[config.mk]
export PLATFORM = sky130hd
export DESIGN_NAME = dsp_top
export DESIGN_NICKNAME = d
export VERILOG_FILES = /design/src/logic/dsp_pkg.sv /design/src/logic/dsp_multiply_only_element.sv /design/src/logic/dsp_top.sv
export VERILOG_INCLUDE_DIRS = /design/src /design/src/logic
export SDC_FILE = /design/constraint.sdc
export NUM_CORES = 2
export LEC_CHECK = 0
export BUFFER_PORTS_ARGS = -buffer_cell sky130_fd_sc_hd__clkbuf_2
export CAP_MARGIN = 20
export CORE_ASPECT_RATIO = 0.7
export CORE_MARGIN = 5
export CORE_UTILIZATION = 53
export DETAILED_ROUTE_END_ITERATION = 10
export GPL_TIMING_DRIVEN = 1
export PLACE_DENSITY_LB_ADDON = 0.25
export SYNTH_ARGS = -nofsm -noshare
export SYNTH_HDL_FRONTEND = slang
export SYNTH_HIERARCHICAL = 1
export SYNTH_SLANG_ARGS = --single-unit
[constraint.sdc]
create_clock -name clk -period 13 [get_ports clk]
set_clock_uncertainty 0.05 [all_clocks]
set_input_delay 1.95 -clock clk [delete_from_list [all_inputs] [get_ports clk]]
set_output_delay 1.95 -clock clk [all_outputs]
set_load 0.005 [all_outputs]
[src/logic/dsp_defines.svh]
// constants for the multiply and multiply-accumulate element
`ifndef DSP_DEFINES_SVH
`define DSP_DEFINES_SVH

`define DSP_OP_W        18
`define DSP_GUARD_W     8

`define DSP_BUS_AW      4
`define DSP_BUS_DW      32

`define DSP_REG_CTRL    4'h0
`define DSP_REG_STAT    4'h1
`define DSP_REG_CLR     4'h2
`define DSP_REG_EN      4'h3
`define DSP_REG_RES_LO  4'h4
`define DSP_REG_RES_HI  4'h5
`define DSP_REG_FLAGS   4'h6

`define DSP_CTRL_RST    5'h0E
`define DSP_EN_RST      2'h0

`define DSP_IRQ_OVF     0
`define DSP_IRQ_LOAD    1
`define DSP_IRQ_N       2

`endif

[src/logic/dsp_pkg.sv]
// types shared by the multiply-accumulate element
package dsp_pkg;

  typedef enum logic {
    DSP_MODE_MUL  = 1'b0,
    DSP_MODE_ACC  = 1'b1
  } dsp_mode_t;

  typedef struct packed {
    logic      serial;
    logic      out_reg;
    logic      pipe_reg;
    logic      in_reg;
    dsp_mode_t mode;
  } dsp_cfg_t;

  typedef struct packed {
    logic vld;
    logic ld;
    logic sub;
    logic sgn;
  } dsp_ctl_t;

endpackage

[src/logic/dsp_multiply_only_element.sv]
// signed or unsigned operand multiplier
`timescale 1ns/1ns
`include "dsp_defines.svh"

module dsp_multiply_only_element #(
  parameter int unsigned OP_W = `DSP_OP_W
) (
  input  wire logic [OP_W-1:0]   a,
  input  wire logic [OP_W-1:0]   b,
  input  wire logic              sgn,
  output logic      [2*OP_W-1:0] prod
);

  logic signed [OP_W:0]     a_x;
  logic signed [OP_W:0]     b_x;
  logic signed [2*OP_W+1:0] full;

  // one extra bit lets a single signed multiplier serve both cases
  assign a_x  = {sgn & a[OP_W-1], a};
  assign b_x  = {sgn & b[OP_W-1], b};
  assign full = a_x * b_x;
  assign prod = full[2*OP_W-1:0];

endmodule // dsp_multiply_only_element

[src/logic/dsp_top.sv]
// multiply-only and multiply-accumulate element with register port
//
// Added by the designer: the register offsets and the strobed register port.
`timescale 1ns/1ns
`include "dsp_defines.svh"

module dsp_top #(
  parameter int unsigned OP_W    = `DSP_OP_W,
  parameter int unsigned GUARD_W = `DSP_GUARD_W
) (
  input  wire logic                                 clk,
  input  wire logic                                 rst_b,
  input  wire logic [`DSP_BUS_AW-1:0]               reg_addr,
  input  wire logic [`DSP_BUS_DW-1:0]               reg_wdata,
  input  wire logic                                 reg_wr,
  input  wire logic                                 reg_rd,
  output logic      [`DSP_BUS_DW-1:0]               reg_rdata,
  input  wire logic [OP_W-1:0]                      a_in,
  input  wire logic [OP_W-1:0]                      b_in,
  input  wire logic [OP_W-1:0]                      shift_a_in,
  input  wire logic [OP_W-1:0]                      shift_b_in,
  input  wire logic                                 sgn_in,
  input  wire logic                                 sub_in,
  input  wire logic                                 vld_in,
  input  wire logic                                 ld_in,
  input  wire logic [2*OP_W+GUARD_W-1:0]            ld_val,
  output logic      [2*OP_W+GUARD_W-1:0]            result_out,
  output logic                                      result_vld,
  output logic                                      ovf_out,
  output logic      [OP_W-1:0]                      shift_a_out,
  output logic      [OP_W-1:0]                      shift_b_out,
  output logic                                      irq
);

  localparam int unsigned PW = 2 * OP_W;
  localparam int unsigned AW = PW + GUARD_W;

  ////////////////////////////////////////////////////////////////////////////
  // declarations

  dsp_pkg::dsp_cfg_t        cfg_q;
  logic [`DSP_IRQ_N-1:0]    stat_q;
  logic [`DSP_IRQ_N-1:0]    stat_d;
  logic [`DSP_IRQ_N-1:0]    en_q;
  logic [`DSP_IRQ_N-1:0]    clr_mask;
  logic [`DSP_IRQ_N-1:0]    evt;
  logic [`DSP_BUS_DW-1:0]   rdata_q;
  logic                     irq_q;
  logic                     acc_on;
  logic [`DSP_IRQ_N-1:0]    en_d;
  dsp_pkg::dsp_ctl_t        ctl_in;
  logic [OP_W-1:0]          a_src;
  logic [OP_W-1:0]          b_src;
  logic [OP_W-1:0]          a_r;
  logic [OP_W-1:0]          b_r;
  dsp_pkg::dsp_ctl_t        c1_r;
  logic [AW-1:0]            ldv1_r;
  logic [OP_W-1:0]          a_s1;
  logic [OP_W-1:0]          b_s1;
  dsp_pkg::dsp_ctl_t        c_s1;
  logic [AW-1:0]            ldv_s1;
  logic [PW-1:0]            p_comb;
  logic [PW-1:0]            p_r;
  dsp_pkg::dsp_ctl_t        c2_r;
  logic [AW-1:0]            ldv2_r;
  logic [PW-1:0]            p_s2;
  dsp_pkg::dsp_ctl_t        c_s2;
  logic [AW-1:0]            ldv_s2;
  logic [AW-1:0]            ext_prod;
  logic [AW:0]              acc_x;
  logic [AW:0]              ep_x;
  logic [AW:0]              sum_x;
  logic                     ovf_now;
  logic                     acc_step;
  logic [AW-1:0]            acc_q;
  logic                     accv_q;
  logic                     ovf_q;
  logic [AW-1:0]            mout_q;
  logic                     mvld_q;
  logic [AW-1:0]            res_sel;
  logic [63:0]              res64;
  logic [OP_W-1:0]          sha_q;
  logic [OP_W-1:0]          shb_q;
  assign acc_on = (cfg_q.mode == dsp_pkg::DSP_MODE_ACC);

  ////////////////////////////////////////////////////////////////////////////
  // register port

  assign clr_mask = (reg_wr && reg_addr == `DSP_REG_CLR) ?
                    reg_wdata[`DSP_IRQ_N-1:0] : '0;
  // a new event beats a clear written in the same cycle
  assign stat_d   = (stat_q & ~clr_mask) | evt;
  assign en_d     = (reg_wr && reg_addr == `DSP_REG_EN) ? reg_wdata[`DSP_IRQ_N-1:0] : en_q;

  always_ff @(posedge clk or negedge rst_b) begin
    if (!rst_b) begin
      cfg_q <= `DSP_CTRL_RST;
    end else if (reg_wr && reg_addr == `DSP_REG_CTRL) begin
      cfg_q <= reg_wdata[$bits(dsp_pkg::dsp_cfg_t)-1:0];
    end
  end

  always_ff @(posedge clk or negedge rst_b) begin
    if (!rst_b) begin
      en_q <= `DSP_EN_RST;
    end else begin
      en_q <= en_d;
    end
  end

  always_ff @(posedge clk or negedge rst_b) begin
    if (!rst_b) begin
      stat_q <= '0;
      irq_q  <= 1'b0;
    end else begin
      stat_q <= stat_d;
      irq_q  <= |(stat_d & en_d);
    end
  end

  // upper result word assumes the accumulator is at most 64 bits wide
  assign res64 = 64'(res_sel);

  always_ff @(posedge clk or negedge rst_b) begin
    if (!rst_b) begin
      rdata_q <= '0;
    end else if (reg_rd) begin
      case (reg_addr)
        `DSP_REG_CTRL:   rdata_q <= 32'(cfg_q);
        `DSP_REG_STAT:   rdata_q <= 32'(stat_q);
        `DSP_REG_EN:     rdata_q <= 32'(en_q);
        `DSP_REG_RES_LO: rdata_q <= res64[31:0];
        `DSP_REG_RES_HI: rdata_q <= res64[63:32];
        `DSP_REG_FLAGS:  rdata_q <= 32'(ovf_q);
        default:         rdata_q <= '0;
      endcase
    end else begin
      rdata_q <= '0;
    end
  end

  ////////////////////////////////////////////////////////////////////////////
  // input stage

  assign ctl_in = '{vld: vld_in, ld: ld_in, sub: sub_in, sgn: sgn_in};
  assign a_src  = cfg_q.serial ? shift_a_in : a_in;
  assign b_src  = cfg_q.serial ? shift_b_in : b_in;

  always_ff @(posedge clk or negedge rst_b) begin
    if (!rst_b) begin
      a_r    <= '0;
      b_r    <= '0;
      c1_r   <= '0;
      ldv1_r <= '0;
    end else begin
      a_r    <= a_src;
      b_r    <= b_src;
      c1_r   <= ctl_in;
      ldv1_r <= ld_val;
    end
  end

  // the shift chain advances one element per clock in serial mode only; otherwise these flops forward a_in and b_in
  always_ff @(posedge clk or negedge rst_b) begin
    if (!rst_b) begin
      sha_q <= '0;
      shb_q <= '0;
    end else begin
      sha_q <= a_src;
      shb_q <= b_src;
    end
  end

  // controls travel with their operands so each-cycle switching stays aligned
  assign a_s1   = cfg_q.in_reg ? a_r : a_src;
  assign b_s1   = cfg_q.in_reg ? b_r : b_src;
  assign c_s1   = cfg_q.in_reg ? c1_r : ctl_in;
  assign ldv_s1 = cfg_q.in_reg ? ldv1_r : ld_val;

  dsp_multiply_only_element #(
    .OP_W (OP_W)
  ) u_multiply_only_element (
    .a    (a_s1),
    .b    (b_s1),
    .sgn  (c_s1.sgn),
    .prod (p_comb)
  );

  ////////////////////////////////////////////////////////////////////////////
  // pipeline stage

  always_ff @(posedge clk or negedge rst_b) begin
    if (!rst_b) begin
      p_r    <= '0;
      c2_r   <= '0;
      ldv2_r <= '0;
    end else begin
      p_r    <= p_comb;
      c2_r   <= c_s1;
      ldv2_r <= ldv_s1;
    end
  end

  assign p_s2     = cfg_q.pipe_reg ? p_r : p_comb;
  assign c_s2     = cfg_q.pipe_reg ? c2_r : c_s1;
  assign ldv_s2   = cfg_q.pipe_reg ? ldv2_r : ldv_s1;
  assign ext_prod = {{GUARD_W{c_s2.sgn & p_s2[PW-1]}}, p_s2};

  ////////////////////////////////////////////////////////////////////////////
  // accumulator

  assign acc_x    = {c_s2.sgn & acc_q[AW-1], acc_q};
  assign ep_x     = {c_s2.sgn & ext_prod[AW-1], ext_prod};
  assign sum_x    = c_s2.sub ? (acc_x - ep_x) : (acc_x + ep_x);
  // signed: top two bits disagree; unsigned: carry or borrow out
  assign ovf_now  = c_s2.sgn ? (sum_x[AW] ^ sum_x[AW-1]) : sum_x[AW];
  assign acc_step = acc_on && c_s2.vld;

  always_ff @(posedge clk or negedge rst_b) begin
    if (!rst_b) begin
      acc_q  <= '0;
      accv_q <= 1'b0;
    end else begin
      accv_q <= acc_step;
      if (acc_step && c_s2.ld) begin
        acc_q <= ldv_s2;
      end else if (acc_step) begin
        acc_q <= sum_x[AW-1:0];
      end
    end
  end

  // sticky until the next reload so a wrap cannot go unnoticed
  always_ff @(posedge clk or negedge rst_b) begin
    if (!rst_b) begin
      ovf_q <= 1'b0;
    end else if (acc_step && c_s2.ld) begin
      ovf_q <= 1'b0;
    end else if (acc_step && ovf_now) begin
      ovf_q <= 1'b1;
    end
  end

  assign evt[`DSP_IRQ_OVF]  = acc_step && !c_s2.ld && ovf_now;
  assign evt[`DSP_IRQ_LOAD] = acc_step && c_s2.ld;

  ////////////////////////////////////////////////////////////////////////////
  // output stage

  always_ff @(posedge clk or negedge rst_b) begin
    if (!rst_b) begin
      mout_q <= '0;
      mvld_q <= 1'b0;
    end else begin
      mout_q <= ext_prod;
      mvld_q <= c_s2.vld;
    end
  end

  // in multiply mode a bypassed output stage is the one path that is not a flop
  always_comb begin
    if (acc_on) begin
      res_sel    = acc_q;
      result_vld = accv_q;
    end else if (cfg_q.out_reg) begin
      res_sel    = mout_q;
      result_vld = mvld_q;
    end else begin
      res_sel    = ext_prod;
      result_vld = c_s2.vld;
    end
  end

  assign result_out  = res_sel;
  assign ovf_out     = ovf_q;
  assign shift_a_out = sha_q;
  assign shift_b_out = shb_q;
  assign irq         = irq_q;
  assign reg_rdata   = rdata_q;

  ////////////////////////////////////////////////////////////////////////////
  // checks

  function automatic logic [AW-1:0] ref_mul(logic [OP_W-1:0] a, logic [OP_W-1:0] b, logic s);
    logic signed [PW+1:0] f;
    f = $signed({s & a[OP_W-1], a}) * $signed({s & b[OP_W-1], b});
    return {{GUARD_W{s & f[PW-1]}}, f[PW-1:0]};
  endfunction
endmodule // dsp_top

Word level (Yosys, flattened, before mapping) --
Index checks and enable logic that the tools add are counted.
Cells by class: add/subtract/negate cells 2, multiply operators 1, div/mod/pow operators 0, magnitude comparators 0, equal/unequal tests 6, shift-type cells 0, multiplexer cells 23, bitwise gates (word level) 10, reductions and logical operators 13
Operators by type and width (number):
- $mux 44 | 6
- $pmux 32 s6 | 1
- $mux 18 | 4
- $add 45x45->45 | 1
- $mux 45 | 1
- $sub 45x45->45 | 1
- $mul 19x19->36 | 1
- $mux 36 | 1
- $mux 32 | 1
- $eq 4x3->1 const B | 3
- $eq 4x2->1 const B | 2
- $logic_and 1x1->1 | 8
- $mux 4 | 2
- $and 1x1->1 | 5
- $mux 1 | 5
- $and 2x2->2 | 2
- $eq 4x1->1 const B | 1
- $logic_not 4->1 | 1
- $mux 2 | 2
- $reduce_bool 2->1 | 2
- $not 2->2 | 1
- $or 2x2->2 | 1
- $reduce_or 2->1 | 1
- $logic_not 1->1 | 1
- $xor 1x1->1 | 1
Storage, ports and cells: flip-flop bits (word level) 294, latch bits 0, RAM bits 0, bits in read-only memories 0, input bits 160, output and inout port bits 115, word-level logic and storage cells 82, memories kept 0

Depth between registers and ports, before layout --
depth in word-level cells 15, gate-level depth with buffers 47, depth with buffers taken out 41

Modules after synthesis --
The synthesis kept the hierarchy.
By module, submodules not included:
- dsp_top | times used 1, cells an instance 1503, area each 15710.1 um^2, seq. area each 7360.8 um^2
- dsp_multiply_only_element | times used 1, cells an instance 1468, area each 13265.2 um^2, seq. area each 0.0 um^2

Worst setup path after synthesis --
OpenSTA, ideal clock, no wires.
path kind input to register, start point in shift_a_in[17], end point reg irq_q (netlist: irq), library setup time 0.131 ns, arrival 12.682 ns, required time 12.819 ns, setup slack 0.137 ns, cell stages on the path 39, path buffers 3, cells stage by stage mux2_2 -> mux2_2 -> clkbuf_1 -> and2_1 -> clkbuf_1 -> nand2_1 -> inv_1 -> fa_1 -> inv_1 -> fa_1 -> fa_1 -> inv_1 -> fa_1 -> fa_1 -> fa_1 -> ha_1 -> ha_1 -> nand2_1 -> (+3 left out) -> xnor2_1 -> mux2_2 -> or4_1 -> or3_1 -> nor2_1 -> nand4_4 -> a31oi_1 -> ha_1 -> clkbuf_1 -> a211oi_1 -> o21ai_0 -> a31oi_1 -> mux2_2 -> a221oi_1 -> nand4_1 -> a21o_1 -> and4b_1 -> or3_1
Between the ends: elaborated cells between the ends (all ways) 16, classes of those cells add/sub (2); mul (1); mux (5); bitwise (6); reduce/logical (2)
RTL lines:
- start, declared | RTL line dsp_top.sv:20 | input wire logic [OP_W-1:0] shift_a_in,
- $mux 18 * | RTL line dsp_top.sv:146 | assign a_src = cfg_q.serial ? shift_a_in : a_in;
- $mux 18 * | RTL line dsp_top.sv:175 | assign a_s1 = cfg_q.in_reg ? a_r : a_src;
- via a_s1[17] | RTL line dsp_top.sv:58 | logic [OP_W-1:0] a_s1;
- $and 1x1->1 | RTL line dsp_multiply_only_element.sv:19 | assign a_x = {sgn & a[OP_W-1], a};
- $mul 19x19->36 * | RTL line dsp_multiply_only_element.sv:21 | assign full = a_x * b_x;
- via p_comb[29] | RTL line dsp_top.sv:62 | logic [PW-1:0] p_comb;
- $mux 36 * | RTL line dsp_top.sv:204 | assign p_s2 = cfg_q.pipe_reg ? p_r : p_comb;
- via ep_x[29] | RTL line dsp_top.sv:71 | logic [AW:0] ep_x;
- $add 45x45->45 or $sub 45x45->45 (tied branches) | RTL line dsp_top.sv:214 | assign sum_x = c_s2.sub ? (acc_x - ep_x) : (acc_x + ep_x);
- $mux 45 * | RTL line dsp_top.sv:214
- $xor 1x1->1 | RTL line dsp_top.sv:216 | assign ovf_now = c_s2.sgn ? (sum_x[AW] ^ sum_x[AW-1]) : sum_x[AW];
- $mux 1 * | RTL line dsp_top.sv:216
- $logic_and 1x1->1 * | RTL line dsp_top.sv:244 | assign evt[`DSP_IRQ_OVF] = acc_step && !c_s2.ld && ovf_now;
- $or 2x2->2 * | RTL line dsp_top.sv:92 | assign stat_d = (stat_q & ~clr_mask) | evt;
- $and 2x2->2 * | RTL line dsp_top.sv:117 | irq_q <= |(stat_d & en_d);
- $reduce_or 2->1 * | RTL line dsp_top.sv:117
- end signal, assigned | RTL line dsp_top.sv:117
- end, declared | RTL line dsp_top.sv:48 | logic irq_q;
The timed path passes the listed nets; every way through them passes the cells marked *. A chain may end at the register's enable or synchronous reset.

Worst setup path in the final report --
start point in shift_a_in[0], end point reg irq_q (netlist: irq)
Between the ends: elaborated cells between the ends (all ways) 15, classes of those cells add/sub (2); mul (1); mux (5); bitwise (5); reduce/logical (2)
RTL lines:
- $mux 18 * | RTL line dsp_top.sv:146
- via a_src[0] | RTL line dsp_top.sv:52 | logic [OP_W-1:0] a_src;
- $mux 18 * | RTL line dsp_top.sv:175
- via a_s1[0] | RTL line dsp_top.sv:58
- $mul 19x19->36 * | RTL line dsp_multiply_only_element.sv:21
- via p_comb[30] | RTL line dsp_top.sv:62
- $mux 36 * | RTL line dsp_top.sv:204
- via ep_x[30] | RTL line dsp_top.sv:71
- $add 45x45->45 or $sub 45x45->45 (tied branches) | RTL line dsp_top.sv:214
- $mux 45 * | RTL line dsp_top.sv:214
- $xor 1x1->1 | RTL line dsp_top.sv:216
- $mux 1 * | RTL line dsp_top.sv:216
- $logic_and 1x1->1 * | RTL line dsp_top.sv:244
- $or 2x2->2 * | RTL line dsp_top.sv:92
- $and 2x2->2 * | RTL line dsp_top.sv:117
- $reduce_or 2->1 * | RTL line dsp_top.sv:117
Marked as above.

==> metrics.md <==
| Metric | Value |
|---|---|
| Worst reg2reg endpoint | irq |
| Status | finished clean |
| TritonCTS buffer count | 30 |
| Relative slew margins | 0.197 |
| Worst R2R Start | cfg_q[4] |
| Register area share after synthesis | 0.254 |
| Post-synth top cells | inv_1, fa_1, nand2_1, dfrtp_1, and2_1 |
| # setup viols final | 0 |
| Worst Hold Class | flop to flop |
| Area after DPL | 0.0322 mm2 |
| Area contributors post-synth | dfrtp_1, fa_1, ha_1 |
| Most common cell in the netlist | inv_1 |
| Min-delay src | c1_r[3] |
| Worst-Margin Slew | 1.19 ns |
| FILL cells | 4,626 |
| Tmin final | between 10 and 15 ns |
| Vias/cell | approximately 5.5 |
| Synth unique cells | 88 |
| Syn. warnings | 6 |
| Total GRT Usage | 0.275 |
| Die area | 0.0595 mm2 |
| FF-to-FF path depth | 41 |
| Max Cap Viol | 0 |
| WS Path Type | input pin to flop |
| CP Launch Type | input pin |
| Synthesized area | between 0.02 and 0.03 mm2 |
| CTS tree | yes |
| Reg2Reg Setup Slack | roughly 0.73 ns |
| Slowest-stage cell, CP | or4_1 |
| Critical Path AT | roughly 13 ns |
| Final Hold Slack | around 0.45 ns |
| Main flop type after synthesis | dfrtp_1 |
| Worst-path clk slew | 0.07 ns |
| Cell mode on critical path | fa_1 |
| Slowest Stage Delay on Critical Path | between 0.5 and 0.6 ns |
| Initial Utilization | 0.537 |
| Clock Tree Buf Depth | 3 |
| Post-Route Utilization | 0.616 |
| Worst skew pair latency | a little under 0.6 ns |
| Routed WL per cell | ~20 um |
| Fin nets | slightly below 4,000 |
| Grt ovf | 0 |
| Async set or reset register ratio after synthesis | 1.00 |
| Final Wtd Congestion | between 0.9 and 1 |
| Worst endpoint required time | between 10 and 15 ns |
| First-pass GRT wire length | between 100 and 150 mm |
| Syn Area/Cell | 9.75 um2 |
| Hold path depth | 1 |
| DP HPWL | between 60 and 70 mm |
| Root buf cell | clkbuf_16 |
| First-pass DRT Iterations | 5 |
| Die height | 206 um |
| Iteration-0 DRC Markers | roughly 1,600 |
| Final Hold Viols | 0 |
| Critical Path Sink Type | flop |
| Fmax | roughly 79 MHz |
| Num ports | around 280 |
| Largest net degree at the start of global routing | 95 |
| CORE AREA | between 0.05 and 0.06 mm2 |
| #FFs+latches synth | 294 |
| Worst Path Max Fanout | 4 |
| Vias | 22,500 |
| DRC | 0 |
| Sink Count | 294 |
| Final Cell Area | 0.0332 mm2 |
| ANT nets after route | 0 |
| N_diodes | 0 |
| Tcrit/Tclk final | 0.968 |
| Port Buffers | 247 |
| Top cell type's share of synthesized area | 0.251 |
| Die X | between 200 and 300 um |
| Setup TNS | 0 ns |
| Post-Syn Instances | 2,971 |
| RSZ-0062 raised after global routing | false |
| Synth Net Count | around 3,600 |
| Hold-fix buffers at CTS | 0 |
| Post-synth top area cell | dfrtp_1 |
| EDFF count, synth | 0 |
| Layout cells sized above 1 | 0.217 |
| Initial antenna violation count | 3 |
| Total Routed Length | ~81 mm |
| Vias in the first global route | roughly 23,000 |
| H-tree depth | 1 |
| P&R area growth vs syn | 14.7% |
| Max Slew Vio Count | 0 |
| FP Rows | 71 |
| Worst hold path endpoint | c2_r[3] |
worst max path at each step:
stage,startpoint,endpoint,cells after the start
finish,shift_a_in[0],irq,39
global route,shift_b_in[15],irq,40
CTS,shift_b_in[17],irq,39
detailed placement,shift_b_in[17],irq,39
global placement,shift_b_in[17],irq,39
floorplan,shift_a_in[17],irq,39
cells by family (layout without fill, tap and decap cells):
logic type / Yosys count / after routing / synth area share
AOI/OAI and AO/OA: 447 / 447 / 0.0993
and+or+nand+nor: 787 / 787 / 0.134
muxes: 243 / 243 / 0.0913
DFF: 294 / 294 / 0.254
buffers and inverters: 581 / 940 / 0.0763
xor gates and xnor gates: 110 / 110 / 0.0333
adders and majority gates: 509 / 509 / 0.312
per-stage QoR:
stage,instances,setup slack (ns)
4_1_cts,4056,0.453
3_5_place_dp,4005,-0.119
6_report,4060,0.416
2_1_floorplan,2971,0.137
3_3_place_gp,4003,-0.0829
5_1_grt,4060,0.0345
worst max-delay path, delay by kind of cell:
kind | cells | cell delay [ns]
xor gates and xnor gates | 1 | 0.15
muxes | 4 | 1.18
and+or+nand+nor | 12 | 3.02
AOI/OAI and AO/OA | 8 | 2.08
adders and majority gates | 9 | 4.25
buffers and inverters | 5 | 0.36
state kept, by name, indices dropped and copies added, names as in the netlist:
| register | cells |
|---|---|
| acc_q | 44 |
| ldv1_r | 44 |
| ldv2_r | 44 |
| mout_q | 37 |
| p_r | 36 |
| reg_rdata | 32 |
| shift_a_out | 18 |
| shift_b_out | 18 |
| c1_r | 4 |
| c2_r | 4 |
| cfg_q | 4 |
| en_q | 2 |
| stat_q | 2 |
| acc_on | 1 |
| accv_q | 1 |
| irq | 1 |
| mvld_q | 1 |
| ovf_out | 1 |
placed cells by master, fill, tap and decap left out, drive strengths merged, types with 16 or more instances in the layout:
master  instances
and2          173
fa            356
a31oi          16
buf           220
nor2           95
a21o           41
nor3           27
ha            153
o21ai         142
dfrtp         291
and3           21
xnor2          71
a21oi         112
mux2          162
a211oi         24
inv           424
xor2           39
mux2i          81
nand3          22
clkbuf        286
nand2         349
timing repair:
action	in CTS	in global routing
setup buffers	0	0
resized for setup	0	4
endpoints found under the setup margin	0	4
metal layers:
metal,routed length [um],track usage
met4,1950,0.0603
met3,5800,0.0544
met1,37200,0.410
met2,35700,0.419
met5,0,0
cell type report:
cell class	instances	area [um2]	area share
inverter	421	1580	0.0476
multi-input combinational	2096	19400	0.585
sequential	294	7370	0.222
tap	730	913	0.0275
timing repair buffer	468	2980	0.0897
clock buffer	38	852	0.0256
clock inverter	13	83.8	0.00252
Power is not shown: default switching activity piles up to over one toggle a cycle in this logic, so the estimate is an artifact.
